**src/sltpg_pkg.sv**
```systemverilog
// constants, field layouts and types for the serial lane test pattern generator
package sltpg_pkg;

  localparam int MAX_LANES = 16;

  // register byte addresses
  localparam logic [7:0] CTRL_ADDR   = 8'h00;
  localparam logic [7:0] CFG0_ADDR   = 8'h04;
  localparam logic [7:0] CFG1_ADDR   = 8'h08;
  localparam logic [7:0] STATUS_ADDR = 8'h0c;

  // control register fields
  localparam int CTRL_LINK_EN_BIT = 0;
  localparam int CTRL_SEL_LSB     = 4;
  localparam int SEL_W            = 4;

  // link mode configuration fields
  localparam int CFG0_LANES_LSB = 0;
  localparam int LANES_W        = 5;
  localparam int CFG0_ENC64_BIT = 5;
  localparam int CFG0_S12_BIT   = 6;
  localparam int CFG0_RATE_LSB  = 8;
  localparam int RATE_W         = 4;
  localparam int CFG1_F_LSB     = 0;
  localparam int F_W            = 8;
  localparam int CFG1_MF_LSB    = 8;
  localparam int MF_W           = 16;

  // status register fields
  localparam int STAT_RUN_BIT  = 0;
  localparam int STAT_WAIT_BIT = 1;
  localparam int STAT_SEL_LSB  = 4;

  // reset values
  localparam logic [31:0] CTRL_RST  = 32'h0000_0000;
  localparam logic [31:0] CFG0_RST  = 32'h0000_0010;
  localparam logic [31:0] CFG1_RST  = 32'h0020_0001;

  // test pattern select encodings
  localparam logic [SEL_W-1:0] SEL_OFF       = 4'h0;
  localparam logic [SEL_W-1:0] SEL_PRBS7     = 4'h1;
  localparam logic [SEL_W-1:0] SEL_PRBS9     = 4'h2;
  localparam logic [SEL_W-1:0] SEL_PRBS15    = 4'h3;
  localparam logic [SEL_W-1:0] SEL_PRBS23    = 4'h4;
  localparam logic [SEL_W-1:0] SEL_PRBS31    = 4'h5;
  localparam logic [SEL_W-1:0] SEL_CLOCK     = 4'h6;
  localparam logic [SEL_W-1:0] SEL_RAMP      = 4'h7;
  localparam logic [SEL_W-1:0] SEL_TRANSPORT = 4'h8;

  localparam int PRBS_W    = 31;
  localparam int OCTET_W   = 8;
  localparam logic [7:0] CLK_HI_OCTET = 8'hff;
  localparam logic [7:0] CLK_LO_OCTET = 8'h00;
  localparam logic [3:0] TAIL_NIBBLE  = 4'h0;
  localparam logic [3:0] TOP_NIBBLE   = 4'hf;

  typedef enum logic [2:0] {
    ST_IDLE = 3'b001,
    ST_WAIT = 3'b010,
    ST_RUN  = 3'b100
  } sltpg_state_type;

  typedef struct packed {
    logic bypassLink;
    logic bypassTransport;
    logic patternActive;
  } sltpg_path_type;

  typedef struct packed {
    logic [LANES_W-1:0] laneCount;
    logic               enc64;
    logic               sample12;
    logic [RATE_W-1:0]  laneRate;
    logic [F_W-1:0]     octetsPerFrame;
    logic [MF_W-1:0]    octetsPerMf;
  } sltpg_cfg_type;

endpackage

```
**src/sltpg_top.sv**
```systemverilog
// test pattern generator for the serial lanes, with apb register access
//
// The address map and register access over APB are this design's own decisions.
module sltpg_top
  import sltpg_pkg::*;
#(
  parameter int NUM_LANES = 16
) (
  input  wire logic                                 clk_sys,
  input  wire logic                                 arst_n,
  input  wire logic                                 psel,
  input  wire logic                                 penable,
  input  wire logic                                 pwrite,
  input  wire logic [7:0]                           paddr,
  input  wire logic [31:0]                          pwdata,
  output logic      [31:0]                          prdata,
  output logic                                      pready,
  output logic                                      pslverr,
  input  wire logic                                 ilasDone,
  input  wire logic                                 serdesInitDone,
  input  wire logic                                 linkDataPhaseState,
  output logic                                      linkEnable,
  output sltpg_pkg::sltpg_path_type                 pathCtrl,
  output logic      [NUM_LANES-1:0]                 lanePowerEn,
  output logic      [sltpg_pkg::RATE_W-1:0]         laneRate,
  output logic      [NUM_LANES-1:0][7:0]            laneOctet
);
  import sltpg_pkg::*;

  // apb slave state
  logic [31:0]        ctrl_r, ctrl_nxt;
  logic [31:0]        cfg0_r, cfg0_nxt;
  logic [31:0]        cfg1_r, cfg1_nxt;
  logic [31:0]        prdata_r, prdata_nxt;
  logic               pready_r, pready_nxt;
  logic               pslverr_r, pslverr_nxt;
  logic               addrHit;
  logic               wrStrobe;

  sltpg_cfg_type      cfg;
  logic [SEL_W-1:0]   sel;
  logic               linkEn;
  logic               isPrbs;
  logic               needStart;
  logic               startOk;

  // sequencer state
  sltpg_state_type    state_r, state_nxt;
  logic               clkPhase_r, clkPhase_nxt;
  logic [F_W-1:0]     octInFrame_r, octInFrame_nxt;
  logic               frameOdd_r, frameOdd_nxt;
  logic [MF_W-1:0]    mfOct_r, mfOct_nxt;

  // lane generators
  logic [NUM_LANES-1:0][PRBS_W-1:0] prbs_r, prbs_nxt;
  logic [NUM_LANES-1:0][7:0]        octet_nxt, octet_r;
  sltpg_path_type                   path_r, path_nxt;
  logic [NUM_LANES-1:0]             power_r, power_nxt;
  logic [RATE_W-1:0]                rate_r, rate_nxt;
  logic                             linkEn_r;

  // eight prbs steps per clock, first bit lands in bit 7 of the octet
  function automatic logic [PRBS_W-1:0] prbsStep(input logic [PRBS_W-1:0] s,
                                                 input logic [SEL_W-1:0]  mode);
    logic [PRBS_W-1:0] t;
    logic              nb;
    t  = s;
    nb = 1'b0;
    for (int i = 0; i < OCTET_W; i++) begin
      case (mode)
        SEL_PRBS7:  nb = t[5] ^ t[6];
        SEL_PRBS9:  nb = t[4] ^ t[8];
        SEL_PRBS15: nb = t[13] ^ t[14];
        SEL_PRBS23: nb = t[17] ^ t[22];
        default:    nb = t[27] ^ t[30];
      endcase
      t = {t[PRBS_W-2:0], nb};
    end
    return t;
  endfunction

  assign cfg.laneCount      = cfg0_r[CFG0_LANES_LSB +: LANES_W];
  assign cfg.enc64          = cfg0_r[CFG0_ENC64_BIT];
  assign cfg.sample12       = cfg0_r[CFG0_S12_BIT];
  assign cfg.laneRate       = cfg0_r[CFG0_RATE_LSB +: RATE_W];
  assign cfg.octetsPerFrame = cfg1_r[CFG1_F_LSB +: F_W];
  assign cfg.octetsPerMf    = cfg1_r[CFG1_MF_LSB +: MF_W];
  assign sel                = ctrl_r[CTRL_SEL_LSB +: SEL_W];
  assign linkEn             = ctrl_r[CTRL_LINK_EN_BIT];

  // apb register access, one wait-free access cycle after setup
  always_comb begin
    ctrl_nxt    = ctrl_r;
    cfg0_nxt    = cfg0_r;
    cfg1_nxt    = cfg1_r;
    prdata_nxt  = prdata_r;
    pslverr_nxt = pslverr_r;
    pready_nxt  = psel & ~penable;
    addrHit     = 1'b1;
    wrStrobe    = psel & penable & pready_r & pwrite;
    if (paddr == CTRL_ADDR) begin
      addrHit = 1'b1;
    end else if (paddr == CFG0_ADDR) begin
      addrHit = 1'b1;
    end else if (paddr == CFG1_ADDR) begin
      addrHit = 1'b1;
    end else if (paddr == STATUS_ADDR) begin
      addrHit = 1'b1;
    end else begin
      addrHit = 1'b0;
    end
    if (psel & ~penable) begin
      pslverr_nxt = ~addrHit;
      prdata_nxt  = 32'h0000_0000;
      if (!pwrite) begin
        if (paddr == CTRL_ADDR) begin
          prdata_nxt = ctrl_r;
        end else if (paddr == CFG0_ADDR) begin
          prdata_nxt = cfg0_r;
        end else if (paddr == CFG1_ADDR) begin
          prdata_nxt = cfg1_r;
        end else if (paddr == STATUS_ADDR) begin
          prdata_nxt[STAT_RUN_BIT]               = (state_r == ST_RUN);
          prdata_nxt[STAT_WAIT_BIT]              = (state_r == ST_WAIT);
          prdata_nxt[STAT_SEL_LSB +: SEL_W]      = sel;
        end
      end
    end
    if (wrStrobe) begin
      if (paddr == CTRL_ADDR) begin
        ctrl_nxt[CTRL_LINK_EN_BIT] = pwdata[CTRL_LINK_EN_BIT];
        // select held while the link runs so a live stream never changes mode
        if (!linkEn) begin
          ctrl_nxt[CTRL_SEL_LSB +: SEL_W] = pwdata[CTRL_SEL_LSB +: SEL_W];
        end
      end else if (paddr == CFG0_ADDR) begin
        cfg0_nxt = {20'h0_0000, pwdata[11:8], 1'b0, pwdata[6:0]};
      end else if (paddr == CFG1_ADDR) begin
        cfg1_nxt = {8'h00, pwdata[23:0]};
      end
    end
  end

  always_ff @(posedge clk_sys or negedge arst_n) begin
    if (!arst_n) begin
      ctrl_r    <= CTRL_RST;
      cfg0_r    <= CFG0_RST;
      cfg1_r    <= CFG1_RST;
      prdata_r  <= 32'h0000_0000;
      pready_r  <= 1'b0;
      pslverr_r <= 1'b0;
    end else begin
      ctrl_r    <= ctrl_nxt;
      cfg0_r    <= cfg0_nxt;
      cfg1_r    <= cfg1_nxt;
      prdata_r  <= prdata_nxt;
      pready_r  <= pready_nxt;
      pslverr_r <= pslverr_nxt;
    end
  end

  assign isPrbs    = (sel >= SEL_PRBS7) && (sel <= SEL_PRBS31);
  // ramp and transport wait for the link to be ready, raw modes do not
  assign needStart = (sel == SEL_RAMP) || (sel == SEL_TRANSPORT);
  assign startOk   = cfg.enc64 ? serdesInitDone : ilasDone;

  // sequencer: idle, waiting for link start, running
  always_comb begin
    state_nxt      = state_r;
    clkPhase_nxt   = clkPhase_r;
    octInFrame_nxt = octInFrame_r;
    frameOdd_nxt   = frameOdd_r;
    mfOct_nxt      = mfOct_r;
    case (state_r)
      ST_IDLE: begin
        if (linkEn && sel != SEL_OFF) begin
          state_nxt = needStart ? ST_WAIT : ST_RUN;
        end
      end
      ST_WAIT: begin
        if (!linkEn) begin
          state_nxt = ST_IDLE;
        end else if (startOk) begin
          state_nxt = ST_RUN;
        end
      end
      ST_RUN: begin
        clkPhase_nxt = ~clkPhase_r;
        if (octInFrame_r + 8'h01 >= cfg.octetsPerFrame) begin
          octInFrame_nxt = 8'h00;
          frameOdd_nxt   = ~frameOdd_r;
        end else begin
          octInFrame_nxt = octInFrame_r + 8'h01;
        end
        // counter spans the multiframe, low byte wraps past 0xff on its own
        if (mfOct_r + 16'h0001 >= cfg.octetsPerMf) begin
          mfOct_nxt = 16'h0000;
        end else begin
          mfOct_nxt = mfOct_r + 16'h0001;
        end
        if (!linkEn) begin
          state_nxt = ST_IDLE;
        end else if (sel == SEL_TRANSPORT && !cfg.enc64 && !linkDataPhaseState) begin
          state_nxt = ST_WAIT;
        end
      end
      default: state_nxt = ST_IDLE;
    endcase
    if (state_nxt != ST_RUN) begin
      clkPhase_nxt   = 1'b0;
      octInFrame_nxt = 8'h00;
      frameOdd_nxt   = 1'b0;
      mfOct_nxt      = 16'h0000;
    end
  end

  always_ff @(posedge clk_sys or negedge arst_n) begin
    if (!arst_n) begin
      state_r      <= ST_IDLE;
      clkPhase_r   <= 1'b0;
      octInFrame_r <= 8'h00;
      frameOdd_r   <= 1'b0;
      mfOct_r      <= 16'h0000;
    end else begin
      state_r      <= state_nxt;
      clkPhase_r   <= clkPhase_nxt;
      octInFrame_r <= octInFrame_nxt;
      frameOdd_r   <= frameOdd_nxt;
      mfOct_r      <= mfOct_nxt;
    end
  end

  // per-lane pattern generation
  for (genvar l = 0; l < NUM_LANES; l++) begin : g_lane
    localparam logic [PRBS_W-1:0] SEED = PRBS_W'(l + 1);
    localparam logic [1:0]        IDX8 = 2'(l % 4);
    localparam logic [3:0]        IDX12 = 4'(l % 8);
    logic [63:0] frame12;
    logic        laneOn;
    assign frame12 = {TOP_NIBBLE - IDX12, IDX12, 4'h1,
                      TOP_NIBBLE - IDX12, IDX12, 4'h2,
                      TOP_NIBBLE - IDX12, IDX12, 4'h3,
                      TOP_NIBBLE - IDX12, IDX12, 4'h4,
                      TOP_NIBBLE - IDX12, IDX12, 4'h5,
                      TAIL_NIBBLE};
    assign laneOn  = (LANES_W'(l) < cfg.laneCount);

    always_comb begin
      prbs_nxt[l]  = prbs_r[l];
      octet_nxt[l] = 8'h00;
      if (state_r != ST_RUN) begin
        prbs_nxt[l] = SEED;
      end else if (isPrbs) begin
        prbs_nxt[l] = prbsStep(prbs_r[l], sel);
      end
      if (state_r == ST_RUN && laneOn) begin
        if (isPrbs) begin
          octet_nxt[l] = prbs_nxt[l][7:0];
        end else if (sel == SEL_CLOCK) begin
          octet_nxt[l] = clkPhase_r ? CLK_LO_OCTET : CLK_HI_OCTET;
        end else if (sel == SEL_RAMP) begin
          octet_nxt[l] = mfOct_r[7:0];
        end else if (sel == SEL_TRANSPORT) begin
          if (cfg.sample12) begin
            octet_nxt[l] = frame12[63 - 8 * octInFrame_r[2:0] -: 8];
          end else begin
            octet_nxt[l] = frameOdd_r ? ~{6'h00, IDX8} : {6'h00, IDX8};
          end
        end
      end
    end

    always_ff @(posedge clk_sys or negedge arst_n) begin
      if (!arst_n) begin
        prbs_r[l]  <= SEED;
        octet_r[l] <= 8'h00;
      end else begin
        prbs_r[l]  <= prbs_nxt[l];
        octet_r[l] <= octet_nxt[l];
      end
    end
  end

  // datapath steering and serializer setup
  always_comb begin
    path_nxt.bypassLink      = isPrbs || (sel == SEL_CLOCK);
    path_nxt.bypassTransport = path_nxt.bypassLink ||
                               (sel == SEL_RAMP) ||
                               (sel == SEL_TRANSPORT);
    path_nxt.patternActive   = (state_r == ST_RUN);
    if (sel == SEL_OFF) begin
      path_nxt = '0;
    end
    // mode plays no part here: lanes and rate come from link config alone
    for (int i = 0; i < NUM_LANES; i++) begin
      power_nxt[i] = (LANES_W'(i) < cfg.laneCount);
    end
    rate_nxt = cfg.laneRate;
  end

  always_ff @(posedge clk_sys or negedge arst_n) begin
    if (!arst_n) begin
      path_r   <= '0;
      power_r  <= '0;
      rate_r   <= '0;
      linkEn_r <= 1'b0;
    end else begin
      path_r   <= path_nxt;
      power_r  <= power_nxt;
      rate_r   <= rate_nxt;
      linkEn_r <= linkEn;
    end
  end

  assign prdata      = prdata_r;
  assign pready      = pready_r;
  assign pslverr     = pslverr_r;
  assign linkEnable  = linkEn_r;
  assign pathCtrl    = path_r;
  assign lanePowerEn = power_r;
  assign laneRate    = rate_r;
  assign laneOctet   = octet_r;

endmodule // sltpg_top

```
**config.mk**
```make
export PLATFORM = sky130hd
export DESIGN_NAME = sltpg_top
export DESIGN_NICKNAME = d
export VERILOG_FILES = /design/src/sltpg_pkg.sv /design/src/sltpg_top.sv
export SDC_FILE = /design/constraint.sdc
export NUM_CORES = 2
export LEC_CHECK = 0
export ABC_AREA = 1
export CAP_MARGIN = 20
export CELL_PAD_IN_SITES_DETAIL_PLACEMENT = 0
export CELL_PAD_IN_SITES_GLOBAL_PLACEMENT = 1
export CORE_AREA = 2 2 290 292
export CTS_CLUSTER_SIZE = 14
export DETAILED_ROUTE_END_ITERATION = 8
export DIE_AREA = 0 0 292 294
export DONT_BUFFER_PORTS = 1
export PLACE_DENSITY_LB_ADDON = 0.1
export SLEW_MARGIN = 20
export SYNTH_ARGS = -nofsm -noshare
export SYNTH_HDL_FRONTEND = slang
export SYNTH_SLANG_ARGS = --single-unit
```
**constraint.sdc**
```tcl
create_clock -name clk_sys -period 7.3 [get_ports clk_sys]
set_clock_uncertainty 0.05 [all_clocks]
set_input_delay 1.46 -clock clk_sys [delete_from_list [all_inputs] [get_ports clk_sys]]
set_output_delay 1.46 -clock clk_sys [all_outputs]
set_load 0.02 [all_outputs]
```
==> out/metrics.yaml <==
global_route:
  grt_max_degree: 744
  grt_pass1_wl_mm: 218
  grt_pass1_vias: 36372
  grt.total_usage_pct: 32.5
  antenna_found_initial: 6
  overflow: 0
worst_setup_path:
  max_stage_delay_ns: 0.81
  critPathRequiredTime_ns: 7.80
  crit_slowest_cell: "buf_4"
  crit_top_cell: "nand3_1"
  worstSetupStartpointType: "register"
  worstSetupPathType: "reg2reg"
  crit_path_end_kind: "register"
  critical_path.cell_chain: "nor2_1 > nand2_2 > nand2_8 > buf_4 > nand3_1 > o21ai_1 > nand2_1 > nand3_1 > nand3_1 > nand3_1 > nand3_1 > nand2_1 > inv_1"
  crit_fanout: 66
  worstPathArrival_ns: 4.34
  reg2reg_depth: 13
clocking:
  htreeDepth: 3
  cts_sinks: 743
  worst_skew_pair.late_latency_ns: 0.66
  root_buffer: "clkbuf_16"
  postCtsHoldBufs: 0
  cts_setup_buffers: 0
  clk_path_buf_depth: 3
  cts_repair_resize_count: 0
  tritoncts: "done"
  numCtsBuffers: 85
  cts.clk_slew.worst_paths_ns: 0.06
synth:
  synth.yosys.warnings: 0
  synthArstFlopShare_pct: 100
  syn-cell-area_sq_um: 41900
  synth.distinct_cells: 54
  synth_edf_count: 0
  ys_dominant_reg_cell: "dfrtp_1"
  netlist_instances: 5649
  ys_ff_latch: 743
  avgSynthCellArea_sq_um: 7.41
  seq_area_frac_synth_pct: 44.5
sta:
  tightest_slew_ns: 1.18
  finalCriticalPeriod_ns: 3.85
  hold_viol_final: 0
  setup_violations: 0
  slew_headroom_pct: 21.4
  rsz0062_at_grt: "no"
  maxSlewViolCount: 0
  fin_tns_setup_ns: 0
  fmax_ghz: 0.260
  fin_crit_sh_pct: 52.7
layout:
  finalNonFillerCells: 6609
  nets: 5536
  drive_gt1_share_pct: 5.39
  postLayoutCoreUtil_pct: 54.9
  area_delta_synth_final_pct: 8.72
place:
  place_inst: 6446
  dpl.hpwl_mm: 87.9
  portBuffers: 0
  place_congestion: 0.919
die:
  die_height_um: 294
  core_sq_um: 82900
  die-area_sq_um: 85800
  num_io_pins: 234
  start_util_pct: 50.5
  die_w_um: 292
  rows: 106
pwr:
  clkPwrFrac_pct: 52.2
  p_sw_mw: 1.94
  powerDensity_nw_per_um2: 194
  sw_frac_of_total_pct: 22.0
  p_seq_share_pct: 46.6
  cellLeakagePower_nw: 21.0
  p_comb_share_pct: 1.2
  ir_drop_mv: 0.170
  power.internal_mw: 6.90
route:
  wl_per_cell_um: 21.3
  first_iter_violations: 3950
  post-route-drc-count: 0
  via_per_inst: 5.75
  drt_pass1_iterations: 6
  wl_mm: 141
  final_antenna_net_count: 0
  vias: 38004
status:
  status: "complete, no violations"
run:
  drv_cap: 0
worst_hold_path:
  min_path_type: "reg2reg"
  whs_path_depth: 0
[worst paths after layout]
kind	start	endpoint	slack, ns
min	cfg0_r[8]	laneRate[0]	0.36
min in group asynchronous	arst_n	prbs_r[146]	0.45
min reg2reg	cfg0_r[8]	laneRate[0]	0.36
max	ctrl_r[6]	laneOctet[26]	3.45
max in group asynchronous	arst_n	cfg1_r[12]	4.58
max reg2reg	ctrl_r[6]	laneOctet[26]	3.45
[worst max-delay path, delay by kind of cell (launching register included)]
| family | cells | cell delay (ns) |
|---|---|---|
| buffers and inverters | 2 | 0.85 |
| AOI/OAI and AO/OA | 1 | 0.38 |
| DFF | 1 | 0.49 |
| and+or+nand+nor | 10 | 1.88 |
[cell usage after synthesis, types with 6 or more instances]
cell      number  share of area (%)
a311oi_1      23               0.48
nand4_1       26               0.39
xor2_1        97                2.0
buf_1         34               0.30
o21ai_1       18               0.22
a31oi_1       35               0.52
nor2_1       557                5.0
dfstp_2       37                2.3
nor2_2         6              0.090
o31ai_1       78                1.4
nor3_1        62               0.74
nand3_1      609                7.3
a211oi_1      27               0.48
inv_2          6              0.054
nand3b_1       6               0.11
buf_2         67               0.80
o22ai_1       29               0.43
clkbuf_1     215                1.9
inv_1        684                6.1
o211ai_1      39               0.70
nand2_1     1198                 11
o21ai_0      615                7.4
o221ai_1       7               0.15
or2_2         11               0.16
buf_4         19               0.34
xnor2_1      126                2.6
a21oi_1      218                2.6
a32oi_1       10               0.21
ha_1          30               0.90
dfrtp_1      706                 42
a211oi_2       9               0.27
[power groups by stage]
stage	Sequential [mW]	Clock (mW)	Combinational, mW
2_1_floorplan	4.20	0	0.0175
3_3_place_gp	4.20	0	0.0193
3_5_place_dp	4.20	0	0.0193
4_1_cts	4.13	4.68	0.0194
5_1_grt	4.12	4.84	0.125
6_report	4.13	4.61	0.107
[cells by family (layout without fill, tap and decap cells)]
group	Yosys count	after routing	synth area share, %
and+or+nand+nor	2490	2490	24.9
AOI/OAI and AO/OA	1135	1135	15.4
adders and majority gates	30	30	0.897
muxes	1	1	0.0239
other	1	9	0.00896
xor gates and xnor gates	223	223	4.67
DFF	743	743	44.5
buffers and inverters	1026	898	9.59
[sequential cells by signal, indices dropped and copies added, names as in the netlist]
| signal | cells |
|---|---|
| pslverr | 1 |
| mfOct_r | 16 |
| cfg0_r | 11 |
| cfg1_r | 24 |
| lanePowerEn | 16 |
| prbs_r | 496 |
| octInFrame_r | 8 |
| state_r | 3 |
| laneRate | 4 |
| clkPhase_r | 1 |
| pathCtrl | 3 |
| prdata | 24 |
| laneOctet | 128 |
| ctrl_r | 5 |
| frameOdd_r | 1 |
| pready | 1 |
| linkEnable | 1 |
[through the flow]
step / power (mW) / area (sq um) / hold WS (ns) / setup slack, ns
after global placement: 4.22 / 42400 / 0.346 / 3.48
after CTS: 8.83 / 45400 / 0.369 / 3.49
final: 8.85 / 45500 / 0.359 / 3.45
after detailed placement: 4.22 / 42400 / 0.346 / 3.50
after global routing: 9.09 / 45500 / 0.384 / 3.16
after floorplan: 4.22 / 41900 / 0.325 / 4.24
[area by class of cell]
class | count | area (sq um)
fillers | 8054 | 37400
multi-input cells | 3887 | 19300
flip-flops and latches | 743 | 18600
inverters | 690 | 2610
clock buffers | 119 | 2490
well taps | 1080 | 1350
repair buffers | 51 | 558
clock inverters | 38 | 505
diodes | 1 | 2.50
[layout by cell type, fill, tap and decap left out, drive strengths merged, types with 36 or more instances in the layout]
cell,count
dfrtp,706
nor2,564
clkbuf,119
inv,693
nand3,610
xnor2,126
a21oi,218
o211ai,39
a211oi,36
nor3,67
nand2,1202
o31ai,78
o21ai,634
buf,51
xor2,97
dfstp,37
[routing by layer]
layer  GRT usage (%)  vias to the layer above  wire length (um)
li1                -                    17972                 -
met1            46.2                    18373             62600
met2            49.8                     1431             62700
met3            6.34                      220             11300
met4            10.4                        8              3800
met5               0                        -                52
Power figures use the tool's default switching activity.
